<file path="src/hw/tis_pkg.sv">
package tis_pkg;

   // ******************************
   // register map
   // ******************************
   localparam int unsigned TIS_ADDR_W = 12;
   localparam logic [11:0] TIS_OFF_ENABLE = 12'h018;
   localparam logic [11:0] TIS_OFF_RAW = 12'h01c;
   localparam logic [11:0] TIS_OFF_MASKED = 12'h020;
   localparam logic [11:0] TIS_OFF_CLEAR = 12'h024;

   // ******************************
   // field layout
   // ******************************
   localparam int unsigned TIS_NUM_SRC = 7;
   localparam logic [31:0] TIS_IMPL_MASK = 32'h0000_070f;
   localparam logic [31:0] TIS_RESET_VAL = 32'h0000_0000;
   localparam logic [31:0] TIS_RESERVED_READ = 32'h0000_0000;
   localparam logic [1:0] TIS_RESP_OKAY = 2'b00;
   localparam logic [1:0] TIS_RESP_SLVERR = 2'b10;

   // event index to register bit position
   function automatic int unsigned tis_bit_pos(input int unsigned idx);
      int unsigned pos;
      pos = (idx < 4) ? idx : idx + 4;
      return pos;
   endfunction

   // ******************************
   // state of the bus slave
   // ******************************
   typedef enum logic [0:0]
   {
      TIS_IDLE = 1'b0,
      TIS_RESP = 1'b1
   } tis_bus_type;

endpackage

</file>
<file path="src/hw/tis_status_if.sv">
`timescale 1ns/1ps
interface tis_status_if;
   logic [6:0] event_pulse;
   logic [6:0] clear_pulse;
   logic [6:0] enable;
   logic [6:0] raw;
   logic [6:0] masked;

   modport ctrl
   (
      output event_pulse,
      output clear_pulse,
      output enable,
      input raw,
      input masked
   );

   modport bits
   (
      input event_pulse,
      input clear_pulse,
      input enable,
      output raw,
      output masked
   );
endinterface

</file>
<file path="src/hw/tis_status_bits.sv">
`timescale 1ns/1ps
module tis_status_bits
   import tis_pkg::*;
(
   input wire logic core_clk,
   input wire logic sys_rst,
   tis_status_if.bits sif
);

   typedef struct packed
   {
      logic [6:0] raw;
   } tis_bits_state_type;

   tis_bits_state_type state;
   tis_bits_state_type next_state;

   always_comb
   begin
      next_state = state;
      for (int i = 0; i < TIS_NUM_SRC; i++)
      begin
         // set wins over a clear in the same cycle
         if (sif.event_pulse[i])
         begin
            next_state.raw[i] = 1'b1;
         end
         else if (sif.clear_pulse[i])
         begin
            next_state.raw[i] = 1'b0;
         end
      end
   end

   always_ff @(posedge core_clk)
   begin
      if (sys_rst)
      begin
         state <= '0;
      end
      else
      begin
         state <= next_state;
      end
   end

   assign sif.raw = state.raw;
   assign sif.masked = state.raw & sif.enable;
endmodule

</file>
<file path="src/hw/tis_timer_irq.sv">
// Implementation choice: register access over AXI4-Lite.
`timescale 1ns/1ps
// How it works
// one enables a source, zero disables it
// enables at bits 10:8 and 3:0
// all enables reset to zero
// raw bit sets on event regardless of enable
// writing one to clear drops raw bit
// raw timer b bits at 10:8
// raw clock and timer a bits at 3:0
// raw status read-only, resets to zero
// masked bit needs enable and event
// clear register one drops masked bit
// masked layout matches raw layout
// masked status read-only, resets to zero
// reserved bits read zero, writes ignored
// clear register is write-one-to-clear
// interrupt high while any masked bit set
module tis_timer_irq
   import tis_pkg::*;
(
   input wire logic core_clk,
   input wire logic sys_rst,
   input wire logic a_timeout,
   input wire logic a_capture_match,
   input wire logic a_capture_event,
   input wire logic clock_event,
   input wire logic b_timeout,
   input wire logic b_capture_match,
   input wire logic b_capture_event,
   output logic irq,
   input wire logic [TIS_ADDR_W-1:0] s_axi_awaddr,
   input wire logic [2:0] s_axi_awprot,
   input wire logic s_axi_awvalid,
   output logic s_axi_awready,
   input wire logic [31:0] s_axi_wdata,
   input wire logic [3:0] s_axi_wstrb,
   input wire logic s_axi_wvalid,
   output logic s_axi_wready,
   output logic [1:0] s_axi_bresp,
   output logic s_axi_bvalid,
   input wire logic s_axi_bready,
   input wire logic [TIS_ADDR_W-1:0] s_axi_araddr,
   input wire logic [2:0] s_axi_arprot,
   input wire logic s_axi_arvalid,
   output logic s_axi_arready,
   output logic [31:0] s_axi_rdata,
   output logic [1:0] s_axi_rresp,
   output logic s_axi_rvalid,
   input wire logic s_axi_rready
);

   // ******************************
   // state
   // ******************************
   typedef struct packed
   {
      logic aw_held;
      logic [TIS_ADDR_W-1:0] aw_addr;
      logic w_held;
      logic [31:0] w_data;
      logic [3:0] w_strb;
      tis_bus_type wr_st;
      logic [1:0] bresp;
      tis_bus_type rd_st;
      logic [31:0] rdata;
      logic [1:0] rresp;
      logic [6:0] enable;
      logic irq;
   } tis_state_type;

   tis_state_type state;
   tis_state_type next_state;
   tis_status_if sif();

   logic [6:0] events;
   logic [31:0] enable_word;
   logic [31:0] raw_word;
   logic [31:0] masked_word;

   assign events = {b_capture_event, b_capture_match, b_timeout, clock_event,
                    a_capture_event, a_capture_match, a_timeout};

   // ******************************
   // bit placement
   // ******************************
   always_comb
   begin
      enable_word = TIS_RESERVED_READ;
      raw_word = TIS_RESERVED_READ;
      masked_word = TIS_RESERVED_READ;
      for (int i = 0; i < TIS_NUM_SRC; i++)
      begin
         enable_word[tis_bit_pos(i)] = state.enable[i];
         raw_word[tis_bit_pos(i)] = sif.raw[i];
         masked_word[tis_bit_pos(i)] = sif.masked[i];
      end
   end

   tis_status_bits u_bits
   (
      .core_clk(core_clk),
      .sys_rst(sys_rst),
      .sif(sif)
   );

   assign sif.event_pulse = events;
   assign sif.enable = state.enable;

   // ******************************
   // bus handshakes
   // ******************************
   assign s_axi_awready = !state.aw_held && (state.wr_st == TIS_IDLE);
   assign s_axi_wready = !state.w_held && (state.wr_st == TIS_IDLE);
   assign s_axi_arready = (state.rd_st == TIS_IDLE);
   assign s_axi_bvalid = (state.wr_st == TIS_RESP);
   assign s_axi_bresp = state.bresp;
   assign s_axi_rvalid = (state.rd_st == TIS_RESP);
   assign s_axi_rdata = state.rdata;
   assign s_axi_rresp = state.rresp;
   assign irq = state.irq;

   logic aw_now;
   logic w_now;
   logic [TIS_ADDR_W-1:0] wr_addr;
   logic [31:0] wr_data;
   logic [3:0] wr_strb;
   logic wr_go;
   logic [31:0] wr_mask;

   always_comb
   begin
      aw_now = s_axi_awvalid && s_axi_awready;
      w_now = s_axi_wvalid && s_axi_wready;
      wr_addr = state.aw_held ? state.aw_addr : s_axi_awaddr;
      wr_data = state.w_held ? state.w_data : s_axi_wdata;
      wr_strb = state.w_held ? state.w_strb : s_axi_wstrb;
      wr_go = (state.aw_held || aw_now) && (state.w_held || w_now);
      for (int b = 0; b < 4; b++)
      begin
         wr_mask[b*8 +: 8] = {8{wr_strb[b]}};
      end
   end

   // ******************************
   // next state
   // ******************************
   logic [31:0] clr_word;

   always_comb
   begin
      next_state = state;
      clr_word = '0;
      if (aw_now)
      begin
         next_state.aw_held = 1'b1;
         next_state.aw_addr = s_axi_awaddr;
      end
      if (w_now)
      begin
         next_state.w_held = 1'b1;
         next_state.w_data = s_axi_wdata;
         next_state.w_strb = s_axi_wstrb;
      end
      unique case (state.wr_st)
         TIS_IDLE:
         begin
            if (wr_go)
            begin
               next_state.aw_held = 1'b0;
               next_state.w_held = 1'b0;
               next_state.wr_st = TIS_RESP;
               next_state.bresp = TIS_RESP_OKAY;
               unique case (wr_addr)
                  TIS_OFF_ENABLE:
                  begin
                     for (int i = 0; i < TIS_NUM_SRC; i++)
                     begin
                        if (wr_mask[tis_bit_pos(i)])
                        begin
                           next_state.enable[i] = wr_data[tis_bit_pos(i)];
                        end
                     end
                  end
                  TIS_OFF_CLEAR:
                  begin
                     clr_word = wr_data & wr_mask & TIS_IMPL_MASK;
                  end
                  TIS_OFF_RAW, TIS_OFF_MASKED:
                  begin
                     next_state.bresp = TIS_RESP_OKAY;
                  end
                  default:
                  begin
                     next_state.bresp = TIS_RESP_SLVERR;
                  end
               endcase
            end
         end
         TIS_RESP:
         begin
            if (s_axi_bready)
            begin
               next_state.wr_st = TIS_IDLE;
            end
         end
      endcase
      unique case (state.rd_st)
         TIS_IDLE:
         begin
            if (s_axi_arvalid)
            begin
               next_state.rd_st = TIS_RESP;
               next_state.rresp = TIS_RESP_OKAY;
               unique case (s_axi_araddr)
                  TIS_OFF_ENABLE: next_state.rdata = enable_word;
                  TIS_OFF_RAW: next_state.rdata = raw_word;
                  TIS_OFF_MASKED: next_state.rdata = masked_word;
                  TIS_OFF_CLEAR: next_state.rdata = TIS_RESERVED_READ;
                  default:
                  begin
                     next_state.rdata = TIS_RESERVED_READ;
                     next_state.rresp = TIS_RESP_SLVERR;
                  end
               endcase
            end
         end
         TIS_RESP:
         begin
            if (s_axi_rready)
            begin
               next_state.rd_st = TIS_IDLE;
            end
         end
      endcase
      next_state.irq = |(sif.masked);
   end

   always_comb
   begin
      for (int i = 0; i < TIS_NUM_SRC; i++)
      begin
         sif.clear_pulse[i] = clr_word[tis_bit_pos(i)];
      end
   end

   always_ff @(posedge core_clk)
   begin
      if (sys_rst)
      begin
         state <= '0;
         state.enable <= TIS_RESET_VAL[6:0];
      end
      else
      begin
         state <= next_state;
      end
   end

endmodule

</file>
<file path="config.mk">
export PLATFORM = sky130hd
export DESIGN_NAME = tis_timer_irq
export DESIGN_NICKNAME = d
export VERILOG_FILES = /design/src/hw/tis_pkg.sv /design/src/hw/tis_status_if.sv /design/src/hw/tis_status_bits.sv /design/src/hw/tis_timer_irq.sv
export SDC_FILE = /design/constraint.sdc
export NUM_CORES = 1
export LEC_CHECK = 0
export ABC_AREA = 1
export BUFFER_PORTS_ARGS = -buffer_cell sky130_fd_sc_hd__buf_2
export CAP_MARGIN = 20
export CORE_UTILIZATION = 48
export DETAILED_ROUTE_END_ITERATION = 10
export PLACE_DENSITY_LB_ADDON = 0.25
export SLEW_MARGIN = 20
export SYNTH_ARGS = -nofsm -noshare
export SYNTH_HDL_FRONTEND = slang
export SYNTH_SLANG_ARGS = --single-unit
</file>
<file path="constraint.sdc">
create_clock -name core_clk -period 1.91 [get_ports core_clk]
set_input_delay 0.2865 -clock core_clk [delete_from_list [all_inputs] [get_ports core_clk]]
set_output_delay 0.2865 -clock core_clk [all_outputs]
set_load 0.02 [all_outputs]
</file>
# Word level (Yosys, flattened, before mapping)
# Cells that the tools add are included.
dict set report totals {
  ff_bits 103
  latchBits 0
  mem_bits_rw 0
  rom_bits 0
  input_bits 80
  memories 0
}
dict set report op_classes {
  addsub 0
  mul 0
  div 0
  n_lt_le_gt_ge 0
  eq_ne 8
  shifts 0
  mux 35
  bitwise_logic 4
  n_reduce_logical 23
}
# cell n
set op_table {}
lappend op_table {{$eq A12 B5 Y1 const B} 4}
lappend op_table {{$eq A12 B6 Y1 const B} 4}
lappend op_table {{$mux W11} 4}
lappend op_table {{$mux W37} 1}
lappend op_table {{$mux W35} 1}
lappend op_table {{$pmux W11 S3} 1}
lappend op_table {{$mux W1} 20}
lappend op_table {{$reduce_bool A2 Y1} 7}
lappend op_table {{$mux W13} 1}
lappend op_table {{$mux W12} 1}
lappend op_table {{$and A11 B11 Y11} 1}
lappend op_table {{$reduce_and A4 Y1} 2}
lappend op_table {{$reduce_or A4 Y1} 2}
lappend op_table {{$and A7 B7 Y7} 1}
lappend op_table {{$reduce_or A7 Y1} 1}
lappend op_table {{$mux W2} 3}
lappend op_table {{$logic_and A1 B1 Y1} 5}
lappend op_table {{$pmux W1 S2} 2}
lappend op_table {{$reduce_and A2 Y1} 2}
lappend op_table {{$mux W3} 1}
lappend op_table {{$logic_not A1 Y1} 2}
lappend op_table {{$logic_or A1 B1 Y1} 2}
lappend op_table {{$not A1 Y1} 2}

# Logic depth before layout (Yosys ltp)
dict set report logic_depth {
  depth_word 9
  mapped_depth 10
  ltp_nobuf 10
}

# Hierarchy
# A second synthesis with hierarchy kept.
dict set report unflattened {
  cells_unflattened 432
  hier_area_um2 2846.5
}
# module n_inst cells_per_inst area_per_inst_um2
set by_module_without_submodules {}
lappend by_module_without_submodules {tis_timer_irq 1 383 2539.9}
lappend by_module_without_submodules {tis_status_bits 1 49 306.5}

# Worst setup path after synthesis
# Ideal clock, no wire load.
dict set report synth_path {
  path_type {reg-to-reg}
  start {register state (netlist bit s_axi_bvalid)}
  end {register sif.enable[4] (netlist name)}
  arrival_time_ns 1.508
  path_slack_ns 0.270
  path_stages_with_launch 9
  path_cell_list {dfxtp_1 > nor2_1 > nand2_2 > nand2_1 > nand2_4 > inv_2 > nand3_1 > nand2_1 > a21oi_1}
}
dict set report synth_between {
  elab_chain_len 6
}
# element line
set synth_rtl {}
lappend synth_rtl {{from (decl)} tis_timer_irq.sv:72} ;# tis_state_type state;
lappend synth_rtl {{from (signal assigned)} tis_timer_irq.sv:256} ;# state <= next_state;
lappend synth_rtl {{$not A1 Y1 (no line)} -}
lappend synth_rtl {{$logic_and A1 B1 Y1} tis_timer_irq.sv:114} ;# assign s_axi_wready = !state.w_held && (state.wr_st == TIS_IDLE);
lappend synth_rtl {{via s_axi_wready} tis_timer_irq.sv:39} ;# output logic s_axi_wready,
lappend synth_rtl {{$logic_and A1 B1 Y1} tis_timer_irq.sv:134} ;# w_now = s_axi_wvalid && s_axi_wready;
lappend synth_rtl {{$logic_or A1 B1 Y1} tis_timer_irq.sv:138} ;# wr_go = (state.aw_held || aw_now) && (state.w_held || w_now);
lappend synth_rtl {{$logic_and A1 B1 Y1} tis_timer_irq.sv:138}
lappend synth_rtl {{$reduce_and A4 Y1 (no line)} -}
# The timed path passes the listed nets, and every way through them passes these cells.
# A chain may end at the register's enable or synchronous reset.

# Final worst setup path
dict set report layout_path {
  start {register state[95] (netlist bit)}
  end {register sif.enable[5] (netlist name)}
}
dict set report layout_between {
  elab_chain_len 6
}
# element
set layout_rtl {}
lappend layout_rtl {{branches (longest 5 deep; another with $mux W12)}}
lappend layout_rtl {{$reduce_and A4 Y1 (no line) *}}
# Mark *: on every way between the ends.

==> results.txt <==
The run finished with clean final reports. The worst setup path is of the reg2reg kind. The max-slew violation count is 0. The floorplan row count came out at 27. The power share of the clock group is 30.0%.

The met2 track utilization from global routing came out at 34.96%. The worst setup margin is 186.4 ps. The number of instances in the synthesized netlist came out at roughly 430. The number of unique standard cell types used by synthesis came out at 30.

The relative contribution of combinational cells to total power is a little under a quarter. The number of clock buffers added by TritonCTS is 5. The share of the Yosys chip area taken by registers is 35.35%. The via-per-instance ratio is 4.691.

Across the run, the number of max-cap violations was 0. The met1 usage is 24.75%. The total area inside the core boundary comes to 5540 um^2. The count of input and output buffers is roughly 60. The cell sitting at the root of the clock tree is a sky130_fd_sc_hd__clkbuf_8. The first global-routing pass estimated ~9800 um of wire. In this run the most used layer during global routing was met2. The routed wire length came out at 5585 um. The area of the die came out at 6089 um^2. The clock period could shrink to 1724 ps. The count of nets after finishing came out at 560. For this run, global-route usage on met3 was measured as 3.837%. No sink is reached through more buffers than the 2 on the longest clock path. The maximum fanout encountered on the critical timing path came out at 9. The largest vdd supply drop is 0.7211 mV. The clock tree synthesis step divided the H-tree into 2 levels.

Based on the critical path, the design can be clocked at up to about 580 MHz. Counting flops with an async set or reset pin after synthesis yields a share of 0%. The number of instances resized during post-cts repair came out at 0.

For the final database, setup skew stands at 5.837 ps. The measured slew at the worst slew-check pin is 665.2 ps. The total of warnings raised by yosys came out at 0. The sum of net half-perimeters after detailed placement came out at about 4200 um.

The internal power is approximately 1.7 mW. The total power divided by cell area came out at 807.9 nW/um^2. The hold slack came out at 202.3 ps. For this design, the sink count on the clock tree is 49. The reported leakage power came out at 1.594 nW. The fraction of final layout cells sized beyond drive strength 1 is 18.71%. The count of nets left with antenna violations after detail routing came out at 0.

The hold buffer count at cts came out at 0. The cell area reported after detailed placement is around 3000 um^2. The number of cells on the worst reg-to-reg path is 9.

The detailed-router iteration count before antenna repair is 4. The number of hold-slack violations in the final timing report is 0. In this run the worst hold path is classified as in2reg.

The final clock period utilization by the worst path is 90.24%. After the first detailed-routing iteration, the DRC count stood at 82. The global-route congestion overflow total came out at 0. Clock-pin slew was measured on the worst setup and hold paths at ~90 ps. The kind of capture point of the worst setup path is a register. The headroom to the max-slew limit came out at between 50% and 60%.

The number of antenna violations at the first check in global routing was 0. The later pin in the worst-skew pair is clocked with a latency of between 300 and 400 ps. The overall routing resource usage is 20.01%.

The part of the power in registers is a little under half. Pin placement for this block handled 122 I/O pins. The endpoint required time on the critical path is 2100 ps. The mean routed wirelength per cell is 10.10 um.

The post-route setup TNS is 0 ps. Setup repair after global routing left no endpoint under its margin. The worst setup slack after placement is 238.2 ps. The buffers inserted during post-CTS setup optimization came out at 0.

The width of the chip came out at 78.04 um. The worst hold path passes through 3 cells. The antenna diode instance count is 0. After detailed routing, the number of remaining DRC violations is 0. The total non-filler cell area in the finished layout came out at between 3000 and 4000 um^2.

The via count of the first global-routing pass came out at between 2000 and 2500. The kind of start point of the critical path is a register. Detailed routing inserted a total of about 2600 vias. The share of the core filled with cells in the final layout came out at 56.01%. The flip-flop and latch count after synthesis is 49. The net switching power is 0.8204 mW.

The area growth from synthesis to layout is 11.81%. The synthesized design contains 0 enable-type register cells. The average instance area after synthesis is 6.499 um^2. The arrival time at the worst endpoint came out at 1920 ps.

Entering global routing, the biggest net connects 26 pins. The mapped netlist covers approximately 2800 um^2. The initial cell density of the core is about 50%. The leading register cell type out of synthesis is sky130_fd_sc_hd__dfxtp_1. The routability-driven placement congestion ratio came out at 0.8254.

The net switching fraction of the power is between 30% and 40%. The die is a little under 80 um tall. TritonCTS built the clock tree. The final count of negative-setup-slack endpoints is 0.
[cell type report]
type | instances | area, um^2
Fill cell | 576 | 2437
Multi-Input combinational cell | 308 | 1386
Sequential cell | 49 | 980.9
Timing Repair Buffer | 66 | 342.8
Inverter | 50 | 187.7
Tap cell | 72 | 90.09
Clock buffer | 5 | 68.82
Clock inverter | 3 | 46.29
[power groups by stage]
stage / logic [mW] / registers, mW / clock network (mW)
detailed placement: 0.576 / 1.20 / 0
finish: 0.577 / 1.18 / 0.752
global route: 0.659 / 1.19 / 0.811
global placement: 0.564 / 1.20 / 0
CTS: 0.579 / 1.18 / 0.769
floorplan: 0.485 / 1.18 / 0
[layer usage]
metal | wire [um] | share of wire (%)
met1 | 2761 | 49
met4 | 55 | 0.98
met5 | 0 | 0
met3 | 260 | 4.7
met2 | 2507 | 45
[synth_stat cells (2+ instances only)]
master | number | area, um^2
sky130_fd_sc_hd__nand2_1 | 104 | 390.4
sky130_fd_sc_hd__nor2_1 | 57 | 214.0
sky130_fd_sc_hd__dfxtp_1 | 49 | 980.9
sky130_fd_sc_hd__inv_1 | 46 | 172.7
sky130_fd_sc_hd__nand3_1 | 37 | 185.2
sky130_fd_sc_hd__buf_4 | 36 | 270.3
sky130_fd_sc_hd__a21oi_1 | 32 | 160.2
sky130_fd_sc_hd__o21ai_0 | 28 | 140.1
sky130_fd_sc_hd__clkbuf_1 | 7 | 26.28
sky130_fd_sc_hd__inv_2 | 3 | 11.26
sky130_fd_sc_hd__nor3_2 | 3 | 30.03
sky130_fd_sc_hd__buf_2 | 2 | 10.01
sky130_fd_sc_hd__nand2_2 | 2 | 12.51
sky130_fd_sc_hd__nand2_4 | 2 | 22.52
sky130_fd_sc_hd__nand3_2 | 2 | 20.02
sky130_fd_sc_hd__nand4_1 | 2 | 12.51
sky130_fd_sc_hd__o21ai_1 | 2 | 10.01
[placed cells by master, fill, tap and decap left out]
master                       count
sky130_fd_sc_hd__a21oi_1        32
sky130_fd_sc_hd__a21oi_2         1
sky130_fd_sc_hd__a31oi_1         1
sky130_fd_sc_hd__a41oi_1         1
sky130_fd_sc_hd__buf_2          61
sky130_fd_sc_hd__buf_4           5
sky130_fd_sc_hd__bufinv_16       1
sky130_fd_sc_hd__clkbuf_8        5
sky130_fd_sc_hd__clkinv_1        1
sky130_fd_sc_hd__clkinv_4        1
sky130_fd_sc_hd__clkinvlp_4      1
sky130_fd_sc_hd__conb_1         27
sky130_fd_sc_hd__dfxtp_1        49
sky130_fd_sc_hd__inv_1          46
sky130_fd_sc_hd__inv_2           3
sky130_fd_sc_hd__nand2_1       104
sky130_fd_sc_hd__nand2_2         2
sky130_fd_sc_hd__nand2_4         2
sky130_fd_sc_hd__nand3_1        37
sky130_fd_sc_hd__nand3_2         2
sky130_fd_sc_hd__nand4_1         2
sky130_fd_sc_hd__nor2_1         57
sky130_fd_sc_hd__nor2_2          1
sky130_fd_sc_hd__nor2_4          1
sky130_fd_sc_hd__nor2_8          1
sky130_fd_sc_hd__nor3_1          1
sky130_fd_sc_hd__nor3_2          3
sky130_fd_sc_hd__nor4_1          1
sky130_fd_sc_hd__o211ai_1        1
sky130_fd_sc_hd__o21a_1          1
sky130_fd_sc_hd__o21ai_0        28
sky130_fd_sc_hd__o21ai_1         2
[registers in the layout (all words and copies together), names as in the netlist]
signal	count
irq	1
s_axi_bresp	1
s_axi_bvalid	1
s_axi_rdata	7
s_axi_rresp	1
s_axi_rvalid	1
sif.enable	7
state	23
u_bits.sif.raw	7
[stage by stage]
| stage | power [mW] | cells |
|---|---|---|
| 2_1_floorplan | 1.667 | 453 |
| 4_1_cts | 2.525 | 553 |
| 3_5_place_dp | 1.777 | 545 |
| 5_1_grt | 2.661 | 553 |
| 6_report | 2.507 | 553 |
| 3_3_place_gp | 1.762 | 545 |
[kinds of logic after synthesis]
group / synth area share (%)
buffers and inverters: 18.21
AO/OA/AOI/OAI: 12.58
other: 0.1351
flip-flops: 35.35
AND/OR/NAND/NOR: 33.72
[path summary, 6_finish.rpt]
| check | slack [ps] | to | start |
|---|---|---|---|
| max reg2reg | 190 | sif.enable[5] | state[95] |
| min reg2reg | 470 | s_axi_rdata[2] | s_axi_rdata[2] |
| min | 200 | u_bits.sif.raw[1] | a_capture_match |
| max | 190 | sif.enable[5] | state[95] |
[worst max-delay path, stage by stage (launching register included)]
cell and delay [ps]:
sky130_fd_sc_hd__dfxtp_1 530, sky130_fd_sc_hd__inv_2 160, sky130_fd_sc_hd__nand2_1 90, sky130_fd_sc_hd__nand2_1 90
sky130_fd_sc_hd__nor2_1 160, sky130_fd_sc_hd__nand3_1 100, sky130_fd_sc_hd__nor2_1 180, sky130_fd_sc_hd__nand3_1 160
sky130_fd_sc_hd__nand2_1 90, sky130_fd_sc_hd__a21oi_1 50
No activity file was read; power rests on OpenSTA's default activity.
